### config.mk
export PLATFORM = sky130hd
export DESIGN_NAME = tbo_bus_own
export DESIGN_NICKNAME = d
export VERILOG_FILES = /design/src/logic/tbo_pkg.sv /design/src/logic/tbo_bus_own.sv /design/src/logic/tbo_addr_decode.sv
export VERILOG_INCLUDE_DIRS = /design/src /design/src/logic
export SDC_FILE = /design/constraint.sdc
export NUM_CORES = 1
export LEC_CHECK = 0
export ABC_AREA = 1
export BUFFER_PORTS_ARGS = -buffer_cell sky130_fd_sc_hd__buf_2
export CAP_MARGIN = 20
export CORE_AREA = 2 2 148 150
export DETAILED_ROUTE_END_ITERATION = 10
export DIE_AREA = 0 0 150 152
export SETUP_SLACK_MARGIN = 0.1
export SLEW_MARGIN = 10
export SYNTH_ARGS = -nofsm -noshare
export SYNTH_HDL_FRONTEND = slang
export SYNTH_SLANG_ARGS = --single-unit
export TNS_END_PERCENT = 5
### constraint.sdc
create_clock -name i_sys_clk -period 2.75 [get_ports i_sys_clk]
set_input_delay 0.275 -clock i_sys_clk [delete_from_list [all_inputs] [get_ports i_sys_clk]]
set_output_delay 0.275 -clock i_sys_clk [all_outputs]
set_load 0.02 [all_outputs]
### src/logic/tbo_cfg.svh
/*
 tbo_cfg.svh: constants of the bus ownership and external master block.
 Assumes it is included by tbo_pkg and by the design modules by bare name.
*/
`ifndef TBO_CFG_SVH
`define TBO_CFG_SVH
`define TBO_ADDR_W     28
`define TBO_UPPER_MSB  27
`define TBO_UPPER_LSB  24
`define TBO_CMP_LSB    16
`define TBO_NUM_CS     8
`define TBO_NUM_DRAM   2
`define TBO_NUM_LANES  4
`define TBO_WAIT_W     4
`define TBO_SIZE_LONG  2'h0
`define TBO_SIZE_BYTE  2'h1
`define TBO_SIZE_WORD  2'h2
`define TBO_SIZE_LINE  2'h3
`define TBO_RST_CS_N   8'hFF
`define TBO_RST_LANE_N 4'hF
`define TBO_RST_RAS_N  2'h3
`define TBO_UPPER_ZERO 4'h0
`endif

### src/logic/tbo_pkg.sv
/*
 tbo_pkg: types of the bus ownership and external master block.
 Assumes tbo_cfg.svh is on the include path.
*/
`default_nettype none
package tbo_pkg;
`include "tbo_cfg.svh"

	typedef enum logic [1:0] {
		OWN_RESET    = 2'h0,
		OWN_EM       = 2'h1,
		OWN_IMPLICIT = 2'h2,
		OWN_EXPLICIT = 2'h3
	} tbo_own_t;

	typedef enum logic [2:0] {
		EM_IDLE    = 3'h0,
		EM_DECODE  = 3'h1,
		EM_WAIT    = 3'h2,
		EM_ACK     = 3'h3,
		EM_RELEASE = 3'h4
	} tbo_em_t;

	typedef struct packed {
		logic [`TBO_ADDR_W-1:0] addr;
		logic                   write;
		logic [1:0]             xfer_size;
	} tbo_cap_t;

	typedef struct packed {
		logic [`TBO_ADDR_W-`TBO_CMP_LSB-1:0] base;
		logic [`TBO_ADDR_W-`TBO_CMP_LSB-1:0] mask;
		logic                                rd_en;
		logic                                wr_en;
		logic                                ext_master_auto_ack;
		logic [`TBO_WAIT_W-1:0]              wait_count;
	} tbo_cs_cfg_t;

	typedef struct packed {
		logic [`TBO_ADDR_W-`TBO_CMP_LSB-1:0] base;
		logic [`TBO_ADDR_W-`TBO_CMP_LSB-1:0] mask;
		logic                                rd_en;
		logic                                wr_en;
		logic                                dram_addr_drive_en;
		logic [`TBO_WAIT_W-1:0]              wait_count;
	} tbo_dram_cfg_t;

	typedef struct packed {
		logic                   ext_master_auto_ack;
		logic [`TBO_WAIT_W-1:0] wait_count;
	} tbo_def_mem_t;

	typedef struct packed {
		logic core_bus_need;
		logic bus_lock;
		logic cycle_busy;
		logic cycle_end;
	} tbo_core_t;

	typedef struct packed {
		logic [`TBO_NUM_CS-1:0]    cs_n;
		logic [`TBO_NUM_LANES-1:0] we_n;
		logic [`TBO_NUM_DRAM-1:0]  ras_n;
		logic [`TBO_NUM_LANES-1:0] cas_n;
		logic                      dram_write_n;
		logic                      dram_addr_oe;
	} tbo_mem_t;

	typedef struct packed {
		tbo_own_t               own;
		logic                   bus_driven_out;
		logic                   bus_request_out;
		logic                   owner;
		logic                   start_ok;
		tbo_em_t                em;
		tbo_cap_t               cap;
		logic [`TBO_WAIT_W-1:0] cnt;
		logic                   auto_ack;
		tbo_mem_t               mem;
		logic                   ack_n;
		logic                   ack_oe;
	} tbo_state_t;
endpackage
`default_nettype wire

### src/logic/tbo_bus_own.sv
/*
 tbo_bus_own: processor side of the three-wire bus ownership scheme plus
 memory control and acknowledge for external master transfers.
 Assumes all inputs but i_reset_n synchronous to i_sys_clk; the ack pin wire is resolved
 outside from o_xfer_ack_n and o_xfer_ack_oe.
*/
`timescale 1ns/100ps
`default_nettype none
`include "tbo_cfg.svh"
module tbo_bus_own (
	input  wire logic                    i_sys_clk,
	input  wire logic                    i_reset_n,
	input  wire logic                    i_hard_reset_in,
	input  wire logic                    i_wdog_reset,
	input  wire logic                    i_bus_grant_in,
	input  wire tbo_pkg::tbo_core_t      i_core,
	input  wire logic                    i_upper_addr_en,
	input  wire logic                    i_xfer_begin_strobe,
	input  wire tbo_pkg::tbo_cap_t       i_xfer,
	input  wire logic                    i_xfer_ack_n_in,
	input  wire tbo_pkg::tbo_cs_cfg_t    i_chip_sel_ctrl [`TBO_NUM_CS],
	input  wire tbo_pkg::tbo_dram_cfg_t  i_dram_ctrl_cfg [`TBO_NUM_DRAM],
	input  wire tbo_pkg::tbo_def_mem_t   i_default_mem_ctrl,
	output logic                         o_bus_driven_out,
	output logic                         o_bus_request_out,
	output logic                         o_bus_owner,
	output logic                         o_xfer_start_ok,
	output tbo_pkg::tbo_mem_t            o_mem,
	output logic                         o_xfer_ack_n,
	output logic                         o_xfer_ack_oe
);
	localparam tbo_pkg::tbo_state_t RST_STATE = '{
		own: tbo_pkg::OWN_RESET, bus_driven_out: 1'b0, bus_request_out: 1'b0,
		owner: 1'b0, start_ok: 1'b0, em: tbo_pkg::EM_IDLE, cap: '0, cnt: '0,
		auto_ack: 1'b0,
		mem: '{cs_n: `TBO_RST_CS_N, we_n: `TBO_RST_LANE_N, ras_n: `TBO_RST_RAS_N,
			cas_n: `TBO_RST_LANE_N, dram_write_n: 1'b1, dram_addr_oe: 1'b0},
		ack_n: 1'b1, ack_oe: 1'b0};

	logic                             rst_meta;
	logic                             rst_n;
	logic                             resets;
	tbo_pkg::tbo_state_t              st;
	tbo_pkg::tbo_state_t              next_st;
	logic [`TBO_NUM_CS-1:0]           cs_sel;
	logic [`TBO_NUM_DRAM-1:0]         dram_sel;
	logic                             in_region;
	logic                             dec_auto;
	logic                             dec_drive;
	logic [`TBO_WAIT_W-1:0]           dec_wait;
	logic [`TBO_NUM_LANES-1:0]        lanes;

	// byte lanes of the captured transfer, lane 3 is address offset 0
	// aligned only
	function automatic logic [`TBO_NUM_LANES-1:0] lanes_of(input logic [1:0] sz, input logic [1:0] a);
		logic [`TBO_NUM_LANES-1:0] l;
		l = 4'hF;
		if (sz == `TBO_SIZE_BYTE)
			l = 4'h8 >> a;
		else if (sz == `TBO_SIZE_WORD)
			l = a[1] ? 4'h3 : 4'hC;
		return l;
	endfunction

	// reset released through two flops so every state flop leaves reset together
	always_ff @(posedge i_sys_clk or negedge i_reset_n) begin
		if (!i_reset_n) begin
			rst_meta <= 1'b0;
			rst_n    <= 1'b0;
		end else begin
			rst_meta <= 1'b1;
			rst_n    <= rst_meta;
		end
	end

	tbo_addr_decode #(
		.NUM_CS   (`TBO_NUM_CS),
		.NUM_DRAM (`TBO_NUM_DRAM)
	) u_decode (
		.i_cap              (st.cap),
		.i_chip_sel_ctrl    (i_chip_sel_ctrl),
		.i_dram_ctrl_cfg    (i_dram_ctrl_cfg),
		.i_default_mem_ctrl (i_default_mem_ctrl),
		.o_cs_sel           (cs_sel),
		.o_dram_sel         (dram_sel),
		.o_in_region        (in_region),
		.o_auto_ack         (dec_auto),
		.o_dram_drive       (dec_drive),
		.o_wait             (dec_wait)
	);

	assign resets = i_hard_reset_in || i_wdog_reset;
	assign lanes  = lanes_of(st.cap.xfer_size, st.cap.addr[1:0]);

	// next state of ownership and of the external master sequence
	always_comb begin
		next_st = st;
		if (resets) begin
			next_st.own = tbo_pkg::OWN_RESET;
		end else begin
			case (st.own)
				tbo_pkg::OWN_RESET: next_st.own = i_bus_grant_in ? tbo_pkg::OWN_IMPLICIT : tbo_pkg::OWN_EM;
				tbo_pkg::OWN_IMPLICIT, tbo_pkg::OWN_EM: begin
					if (!i_bus_grant_in)
						next_st.own = tbo_pkg::OWN_EM;
					else if (i_core.bus_lock || i_core.core_bus_need)
						next_st.own = tbo_pkg::OWN_EXPLICIT;
					else
						next_st.own = tbo_pkg::OWN_IMPLICIT;
				end
				tbo_pkg::OWN_EXPLICIT: begin
					if (!i_bus_grant_in && !i_core.bus_lock
						&& (!i_core.cycle_busy || i_core.cycle_end))
						next_st.own = tbo_pkg::OWN_EM;
				end
				default: next_st.own = tbo_pkg::OWN_RESET;
			endcase
		end
		next_st.bus_driven_out = (next_st.own == tbo_pkg::OWN_EXPLICIT);
		next_st.owner = (next_st.own == tbo_pkg::OWN_EXPLICIT) || (next_st.own == tbo_pkg::OWN_IMPLICIT);
		next_st.start_ok = next_st.bus_driven_out && i_bus_grant_in;
		if (!i_bus_grant_in && !st.bus_driven_out)
			next_st.bus_request_out = i_core.core_bus_need;

		// external master sequence; a strobe is only taken while we do not drive the bus
		case (st.em)
			tbo_pkg::EM_IDLE: begin
				if (i_xfer_begin_strobe && !st.bus_driven_out) begin
					next_st.cap = i_xfer;
					if (!i_upper_addr_en)
						next_st.cap.addr[`TBO_UPPER_MSB:`TBO_UPPER_LSB] = `TBO_UPPER_ZERO;
					next_st.em = tbo_pkg::EM_DECODE;
				end
			end
			tbo_pkg::EM_DECODE: begin
				next_st.auto_ack = dec_auto;
				if (|cs_sel) begin
					next_st.mem.cs_n = ~cs_sel;
					if (st.cap.write)
						next_st.mem.we_n = ~lanes;
				end else if (|dram_sel) begin
					next_st.mem.ras_n        = ~dram_sel;
					next_st.mem.cas_n        = ~lanes;
					next_st.mem.dram_write_n = ~st.cap.write;
					next_st.mem.dram_addr_oe = dec_drive;
				end
				if (dec_auto) begin
					next_st.ack_oe = 1'b1;
					if (dec_wait == '0) begin
						next_st.ack_n = 1'b0;
						next_st.em    = tbo_pkg::EM_ACK;
					end else begin
						next_st.ack_n = 1'b1;
						next_st.cnt   = dec_wait;
						next_st.em    = tbo_pkg::EM_WAIT;
					end
				end else if ((|cs_sel) || (|dram_sel)) begin
					next_st.em = tbo_pkg::EM_WAIT;
				end else begin
					next_st.em = tbo_pkg::EM_IDLE;
				end
			end
			tbo_pkg::EM_WAIT: begin
				if (st.auto_ack) begin
					if (st.cnt <= `TBO_WAIT_W'(1)) begin
						next_st.ack_n = 1'b0;
						next_st.em    = tbo_pkg::EM_ACK;
					end else begin
						next_st.cnt = st.cnt - `TBO_WAIT_W'(1);
					end
				end else if (!i_xfer_ack_n_in) begin
					// another slave ended it; strobes drop with that ack
					next_st.mem = RST_STATE.mem;
					next_st.em  = tbo_pkg::EM_IDLE;
				end
			end
			tbo_pkg::EM_ACK: begin
				next_st.ack_n = 1'b1;
				next_st.mem   = RST_STATE.mem;
				next_st.em    = tbo_pkg::EM_RELEASE;
			end
			tbo_pkg::EM_RELEASE: begin
				next_st.ack_oe = 1'b0;
				next_st.em     = tbo_pkg::EM_IDLE;
			end
			default: next_st.em = tbo_pkg::EM_IDLE;
		endcase
		// in-flight external sequences are dropped by either reset
		if (resets) begin
			next_st.em     = tbo_pkg::EM_IDLE;
			next_st.mem    = RST_STATE.mem;
			next_st.ack_n  = 1'b1;
			next_st.ack_oe = 1'b0;
		end
	end

	// one register for all state
	// rising edge only
	always_ff @(posedge i_sys_clk or negedge rst_n) begin
		if (!rst_n)
			st <= RST_STATE;
		else
			st <= next_st;
	end

	assign o_bus_driven_out  = st.bus_driven_out;
	assign o_bus_request_out = st.bus_request_out;
	assign o_bus_owner       = st.owner;
	assign o_xfer_start_ok   = st.start_ok;
	assign o_mem             = st.mem;
	assign o_xfer_ack_n      = st.ack_n;
	assign o_xfer_ack_oe     = st.ack_oe;

	// checks on ownership and external master sequencing
	property p_reset_entry;
		@(posedge i_sys_clk) disable iff (!rst_n)
		resets |=> (st.own == tbo_pkg::OWN_RESET) && !o_bus_driven_out;
	endproperty
	a_reset_entry: assert property (p_reset_entry) else $error("reset did not force reset state");
	property p_exit_grant;
		@(posedge i_sys_clk) disable iff (!rst_n)
		(st.own == tbo_pkg::OWN_RESET) && !resets && i_bus_grant_in |=> o_bus_owner && !o_bus_driven_out;
	endproperty
	a_exit_grant: assert property (p_exit_grant) else $error("reset exit with grant not implicit");
	property p_exit_nogrant;
		@(posedge i_sys_clk) disable iff (!rst_n)
		(st.own == tbo_pkg::OWN_RESET) && !resets && !i_bus_grant_in |=> st.own == tbo_pkg::OWN_EM;
	endproperty
	a_exit_nogrant: assert property (p_exit_nogrant) else $error("reset exit without grant wrong");
	property p_driven_only_explicit;
		@(posedge i_sys_clk) disable iff (!rst_n)
		o_bus_driven_out |-> o_bus_owner && (st.own == tbo_pkg::OWN_EXPLICIT);
	endproperty
	a_driven_only_explicit: assert property (p_driven_only_explicit) else $error("bus-driven outside explicit");
	property p_implicit_quiet;
		@(posedge i_sys_clk) disable iff (!rst_n)
		(st.own == tbo_pkg::OWN_IMPLICIT) && !resets && i_bus_grant_in && !i_core.bus_lock
			&& !i_core.core_bus_need |=> !o_bus_driven_out && o_bus_owner;
	endproperty
	a_implicit_quiet: assert property (p_implicit_quiet) else $error("implicit own drove the bus");
	property p_go_explicit;
		@(posedge i_sys_clk) disable iff (!rst_n)
		!resets && i_bus_grant_in && (i_core.bus_lock || i_core.core_bus_need)
			&& (st.own != tbo_pkg::OWN_RESET) |=> o_bus_driven_out ##0 o_xfer_start_ok;
	endproperty
	a_go_explicit: assert property (p_go_explicit) else $error("no explicit own with grant and need");
	property p_grant_holds;
		@(posedge i_sys_clk) disable iff (!rst_n)
		o_bus_driven_out && i_bus_grant_in && !resets |=> o_bus_driven_out;
	endproperty
	a_grant_holds: assert property (p_grant_holds) else $error("explicit own lost under grant");
	property p_lock_holds;
		@(posedge i_sys_clk) disable iff (!rst_n)
		o_bus_driven_out && i_core.bus_lock && !resets |=> o_bus_driven_out;
	endproperty
	a_lock_holds: assert property (p_lock_holds) else $error("bus-driven dropped with lock set");
	property p_release;
		@(posedge i_sys_clk) disable iff (!rst_n)
		o_bus_driven_out && !i_bus_grant_in && !i_core.bus_lock && i_core.cycle_busy && !i_core.cycle_end
			&& !resets ##1 !i_bus_grant_in && !i_core.bus_lock && i_core.cycle_end && !resets
			|-> o_bus_driven_out ##1 !o_bus_driven_out;
	endproperty
	a_release: assert property (p_release) else $error("bus not released at end of cycle");
	property p_request_copy;
		@(posedge i_sys_clk) disable iff (!rst_n)
		!i_bus_grant_in && !o_bus_driven_out |=> o_bus_request_out == $past(i_core.core_bus_need);
	endproperty
	a_request_copy: assert property (p_request_copy) else $error("bus request not registered need");
	property p_capture;
		@(posedge i_sys_clk) disable iff (!rst_n)
		(st.em == tbo_pkg::EM_IDLE) && i_xfer_begin_strobe && !o_bus_driven_out && !resets
			|=> st.cap.addr[`TBO_UPPER_LSB-1:0] == $past(i_xfer.addr[`TBO_UPPER_LSB-1:0])
			&& st.cap.write == $past(i_xfer.write) && (st.em == tbo_pkg::EM_DECODE);
	endproperty
	a_capture: assert property (p_capture) else $error("transfer not captured on strobe");
	property p_decode_gap;
		@(posedge i_sys_clk) disable iff (!rst_n)
		(st.em == tbo_pkg::EM_IDLE) && i_xfer_begin_strobe && !o_bus_driven_out
			|=> o_xfer_ack_n && (o_mem.cs_n == `TBO_RST_CS_N) && !o_xfer_ack_oe;
	endproperty
	a_decode_gap: assert property (p_decode_gap) else $error("memory control before decode clock");
	property p_ack_release;
		@(posedge i_sys_clk) disable iff (!rst_n)
		!o_xfer_ack_n && o_xfer_ack_oe && !resets |=> o_xfer_ack_n && o_xfer_ack_oe ##1 !o_xfer_ack_oe;
	endproperty
	a_ack_release: assert property (p_ack_release) else $error("ack not negated then released");

	c_explicit: cover property (@(posedge i_sys_clk) disable iff (!rst_n)
		(st.own == tbo_pkg::OWN_IMPLICIT) ##1 o_bus_driven_out);
	c_em_ack: cover property (@(posedge i_sys_clk) disable iff (!rst_n)
		(st.em == tbo_pkg::EM_DECODE) ##[1:20] !o_xfer_ack_n);
	c_lock_hold: cover property (@(posedge i_sys_clk) disable iff (!rst_n)
		o_bus_driven_out && !i_bus_grant_in && i_core.bus_lock ##1 o_bus_driven_out);
	c_refused: cover property (@(posedge i_sys_clk) disable iff (!rst_n)
		(st.em == tbo_pkg::EM_DECODE) && in_region && !(|cs_sel) && !(|dram_sel)); // region hit, wrong direction
endmodule // tbo_bus_own
`default_nettype wire

### src/logic/tbo_addr_decode.sv
/*
 tbo_addr_decode: decodes a captured external master address into a chip
 select, a DRAM bank or default memory, with the wait count and ack mode.
 Assumes the captured transfer is stable for the decode cycle.
*/
`timescale 1ns/100ps
`default_nettype none
`include "tbo_cfg.svh"
module tbo_addr_decode #(
	parameter int NUM_CS   = `TBO_NUM_CS,
	parameter int NUM_DRAM = `TBO_NUM_DRAM
) (
	input  wire tbo_pkg::tbo_cap_t      i_cap,
	input  wire tbo_pkg::tbo_cs_cfg_t   i_chip_sel_ctrl [NUM_CS],
	input  wire tbo_pkg::tbo_dram_cfg_t i_dram_ctrl_cfg [NUM_DRAM],
	input  wire tbo_pkg::tbo_def_mem_t  i_default_mem_ctrl,
	output logic [NUM_CS-1:0]           o_cs_sel,
	output logic [NUM_DRAM-1:0]         o_dram_sel,
	output logic                        o_in_region,
	output logic                        o_auto_ack,
	output logic                        o_dram_drive,
	output logic [`TBO_WAIT_W-1:0]      o_wait
);
	logic [`TBO_ADDR_W-`TBO_CMP_LSB-1:0] hi;
	logic [NUM_CS-1:0]                   cs_match;
	logic [NUM_CS-1:0]                   cs_ok;
	logic [NUM_DRAM-1:0]                 dr_match;
	logic [NUM_DRAM-1:0]                 dr_ok;

	assign hi = i_cap.addr[`TBO_ADDR_W-1:`TBO_CMP_LSB];

	// per select compare; privilege and space masks do not exist here
	// space masks ignored
	genvar g;
	generate
		for (g = 0; g < NUM_CS + NUM_DRAM; g++) begin : g_cmp
			if (g < NUM_CS) begin : g_cs
				assign cs_match[g] = (((hi ^ i_chip_sel_ctrl[g].base) & ~i_chip_sel_ctrl[g].mask) == '0)
					&& (i_chip_sel_ctrl[g].rd_en || i_chip_sel_ctrl[g].wr_en);
				assign cs_ok[g] = cs_match[g] && (i_cap.write ? i_chip_sel_ctrl[g].wr_en
					: i_chip_sel_ctrl[g].rd_en);
			end else begin : g_dr
				localparam int D = g - NUM_CS;
				assign dr_match[D] = (((hi ^ i_dram_ctrl_cfg[D].base) & ~i_dram_ctrl_cfg[D].mask) == '0)
					&& (i_dram_ctrl_cfg[D].rd_en || i_dram_ctrl_cfg[D].wr_en);
				assign dr_ok[D] = dr_match[D] && (i_cap.write ? i_dram_ctrl_cfg[D].wr_en
					: i_dram_ctrl_cfg[D].rd_en);
			end
		end
	endgenerate

	// lowest index wins; chip selects take priority over DRAM
	always_comb begin
		o_cs_sel     = '0;
		o_dram_sel   = '0;
		o_in_region  = (|cs_match) || (|dr_match);
		o_auto_ack   = i_default_mem_ctrl.ext_master_auto_ack;
		o_dram_drive = 1'b0;
		o_wait       = i_default_mem_ctrl.wait_count;
		if (|cs_match) begin
			o_auto_ack = 1'b0;
			for (int i = NUM_CS - 1; i >= 0; i--) begin
				if (cs_ok[i]) begin
					o_cs_sel   = '0;
					o_cs_sel[i] = 1'b1;
					o_auto_ack = i_chip_sel_ctrl[i].ext_master_auto_ack;
					o_wait     = i_chip_sel_ctrl[i].wait_count;
				end
			end
		end else if (|dr_match) begin
			o_auto_ack = 1'b0;
			for (int i = NUM_DRAM - 1; i >= 0; i--) begin
				if (dr_ok[i]) begin
					o_dram_sel    = '0;
					o_dram_sel[i] = 1'b1;
					o_auto_ack    = 1'b1;
					o_dram_drive  = i_dram_ctrl_cfg[i].dram_addr_drive_en;
					o_wait        = i_dram_ctrl_cfg[i].wait_count;
				end
			end
		end
	end
endmodule // tbo_addr_decode
`default_nettype wire

==> flow_summary.ini <==
[status]
status = complete, no violations

[synth]
ys_warn_count = 0
synth_seq_area_share_pct = 22.5
yosys.area.top_type = nand2_1
synth_top_area_share_pct = 19.8
ys_ff_latch = 55
synthCells = 1050
syn-cell-area_um2 = 6240
syn-mean-instance-area_um2 = 5.94
synth_area_leaders = nand2_1, dfrtp_1, nor2_1
ys_types = 51
synth_nets = 1412

[sta]
finClkSkew_ns = 0.00834
rsz0062_at_grt = yes
whs_ns = 0.161
slew_viol_final = 0
fmax_mhz = 374
min_period_over_period_pct = 97.1
fin_crit_ns = 2.67
final-hold-violation-count = 0
setup_violations = 0

[power_and_ir_drop]
p_int_w = 0.00199
switchingPower_w = 0.00136
power_w = 0.00335
swShare_pct = 40.6
power.share.clock_pct = 20.8
seq_power_share_pct = 30.5
pwr-share-comb_pct = 48.6
peakVddDrop_mv = 0.211
power_leakage_nw = 5.04
powerDensity_nw_per_um2 = 373

[worst_setup_path]
reg2reg_from = st[49]$_DFFE_PN0P_
reg2reg_to = st[25]$_DFFE_PN0P_
cp-end-kind = register
startpoint = st[49]$_DFFE_PN0P_
cp_max_fo = 6
cp-start-kind = register
crit_type = register to register
cp.arrival_ns = 2.88
rrSetupSlack_ns = 0.08
reg2regPathDepth = 17
cp.required_ns = 2.95
endpoint = st[25]$_DFFE_PN0P_

[min_path]
hp-class = input port to register

[route]
drt_iter0_markers = 389
drc = 0
ant_nets = 0
wire_per_inst_um = 15.9
dr.pass1.iters = 6
drt-total-wl_mm = 27.5
via_count = 7886
vias_per_cell = 4.56

[grt]
antenna_found_initial = 5
grt_start_max_net_pins = 35
grt-ovfl-total = 0
grt_pass1_vias = 7519
grt_pass1_wl_mm = 40.8
grt_util_all_layers_pct = 23.6

[placement]
port_buffers = 369
placed_area_um2 = 8550
routabilityCongestion = 0.919
dp_hpwl_mm = 24.1

[cells_and_area]
drive_above_1_share_pct = 38.4
final_cell_area_um2 = 8980
syn2layout_area_growth_pct = 44.0
nets = 1808
final_util_pct = 42.1
fillers = 2392

[floorplan]
num_rows = 54
design.die.area_um2 = 22800
die_h_um = 152
initial_core_util_pct = 29.2
coreArea_um2 = 21400
num_io_pins = 384
die_w_um = 150

[cts]
clock_sinks = 55
clockBufferDepth = 2
clk_latency_ns = 0.31
cts-root-buf = clkbuf_16
cts.clk_slew.worst_paths_ns = 0.08
cts-htree-levels = 2
cts_buffers = 5
cts_tree = built

[job]
drv_cap = 0
-- layer usage --
| layer | track usage [%] | wire length, µm | up-vias |
|---|---|---|---|
| met5 | 0 | 0 | - |
| met2 | 40.1 | 12900 | 310 |
| met4 | 6.74 | 681 | 0 |
| met1 | 30.7 | 12000 | 3464 |
| met3 | 3.90 | 1910 | 35 |
| li1 | - | - | 4077 |
-- through the flow --
| stage | setup slack [ns] | setup TNS (ns) | cells |
|---|---|---|---|
| 2_1_floorplan | 0.520 | 0 | 1050 |
| 3_3_place_gp | 0.0291 | 0 | 1709 |
| 3_5_place_dp | 0.00827 | 0 | 1709 |
| 4_1_cts | 0.103 | 0 | 1721 |
| 5_1_grt | -0.132 | -0.487 | 1730 |
| 6_report | 0.0785 | 0 | 1731 |
-- cell usage in the layout, fill, tap and decap left out, types with 8 or more instances in the layout --
cell	n
a21oi_1	33
buf_2	369
buf_4	55
dfrtp_1	29
dfstp_2	20
inv_1	131
inv_2	13
nand2_1	327
nand2_2	11
nand3_1	72
nand3b_1	12
nor2_1	133
nor2_2	11
nor2_4	8
nor3_1	10
o21ai_0	49
o21ai_1	13
o22ai_1	9
xnor2_1	33
-- cell usage after synthesis (all sizes together) --
| cell | count |
|---|---|
| nand3b | 12 |
| a21oi | 34 |
| nor3b | 3 |
| nor2 | 152 |
| dfrtp | 35 |
| clkbuf | 5 |
| dfstp | 20 |
| nand2 | 344 |
| and2 | 3 |
| buf | 41 |
| conb | 1 |
| a211oi | 1 |
| o31ai | 1 |
| ha | 4 |
| o311ai | 1 |
| a21boi | 1 |
| nand3 | 81 |
| o221ai | 1 |
| o21bai | 2 |
| o2111ai | 6 |
| o22ai | 13 |
| o31a | 1 |
| xnor2 | 35 |
| inv | 148 |
| o211ai | 8 |
| clkinv | 4 |
| nand4 | 4 |
| a31oi | 4 |
| nor3 | 15 |
| o21ai | 65 |
| mux2 | 1 |
| or4 | 1 |
| or2 | 2 |
| a22oi | 1 |
-- cells by family (layout without fill, tap and decap cells) --
logic type | Yosys count | in the layout | share of synthesized area [%]
simple gates | 617 | 618 | 43.3
buf+inv | 198 | 594 | 15.2
compound gates | 139 | 139 | 13.1
flops | 55 | 55 | 22.5
xor+xnor | 35 | 35 | 4.91
fa+ha+maj | 4 | 4 | 0.802
other cells | 1 | 5 | 0.0601
mux | 1 | 1 | 0.180
-- power by group through the flow --
stage          Combinational, W  Sequential [W]  Clock [W]
2_1_floorplan          0.000930         0.00101          0
3_3_place_gp            0.00153         0.00103          0
3_5_place_dp            0.00154         0.00104          0
4_1_cts                 0.00160         0.00102   0.000731
5_1_grt                 0.00182         0.00104   0.000761
6_report                0.00163         0.00102   0.000699
-- worst min path at each step --
stage | from | to | slack, ns | depth (start not counted)
6_report | i_xfer[20] | st[47]$_DFFE_PN0P_ | 0.16 | 3
5_1_grt | i_xfer[1] | st[28]$_DFFE_PN0P_ | 0.16 | 3
4_1_cts | i_xfer[20] | st[47]$_DFFE_PN0P_ | 0.15 | 3
3_5_place_dp | i_reset_n | rst_meta$_DFF_PN0_ | 0.07 | 1
3_3_place_gp | i_reset_n | rst_meta$_DFF_PN0_ | 0.06 | 1
2_1_floorplan | i_reset_n | rst_meta$_DFF_PN0_ | -0.02 | 0
-- repair_timing --
| action | CTS | global route |
|---|---|---|
| buffers inserted | 3 | 5 |
| hold endpoints to repair | 2 | 0 |
| gates resized for setup | 26 | 24 |
| endpoints found under the setup margin | 5 | 25 |
| hold buffers | 1 | 0 |
| pin swaps | 3 | 7 |
| gates cloned | 0 | 1 |
-- state kept, by name, indices dropped and copies added (netlist names) --
| register | cells |
|---|---|
| o_bus_driven_out | 1 |
| o_xfer_ack_n | 1 |
| rst_n | 1 |
| o_mem | 20 |
| rst_meta | 1 |
| o_bus_request_out | 1 |
| o_bus_owner | 1 |
| o_xfer_start_ok | 1 |
| o_xfer_ack_oe | 1 |
| st | 27 |
-- critical path, cell delays in order (launching register included) --
cell and delay [ns]:
dfrtp_2 0.48, buf_4 0.16, xnor2_2 0.23, o22ai_2 0.17, nor3_4 0.21, nor3b_4 0.25
buf_12 0.14, nand2_4 0.07, o211ai_2 0.07, nand2_1 0.11, nand2_1 0.09, nand2_2 0.08
nor2_4 0.12, nand2_2 0.08, nand2_4 0.09, nand2_2 0.07, nand2_1 0.07, nand2_1 0.05
-- cell type report --
class,count,area [µm²],share of cell area [%]
multi-input cells,798,4060,45.2
repair buffers,434,2420,27.0
flip-flops and latches,55,1410,15.7
inverters,152,581,6.46
well taps,280,350,3.90
clock buffers,5,125,1.39
clock inverters,3,27.5,0.306
diodes,4,10.0,0.111
(Power assumes the default switching activity.)
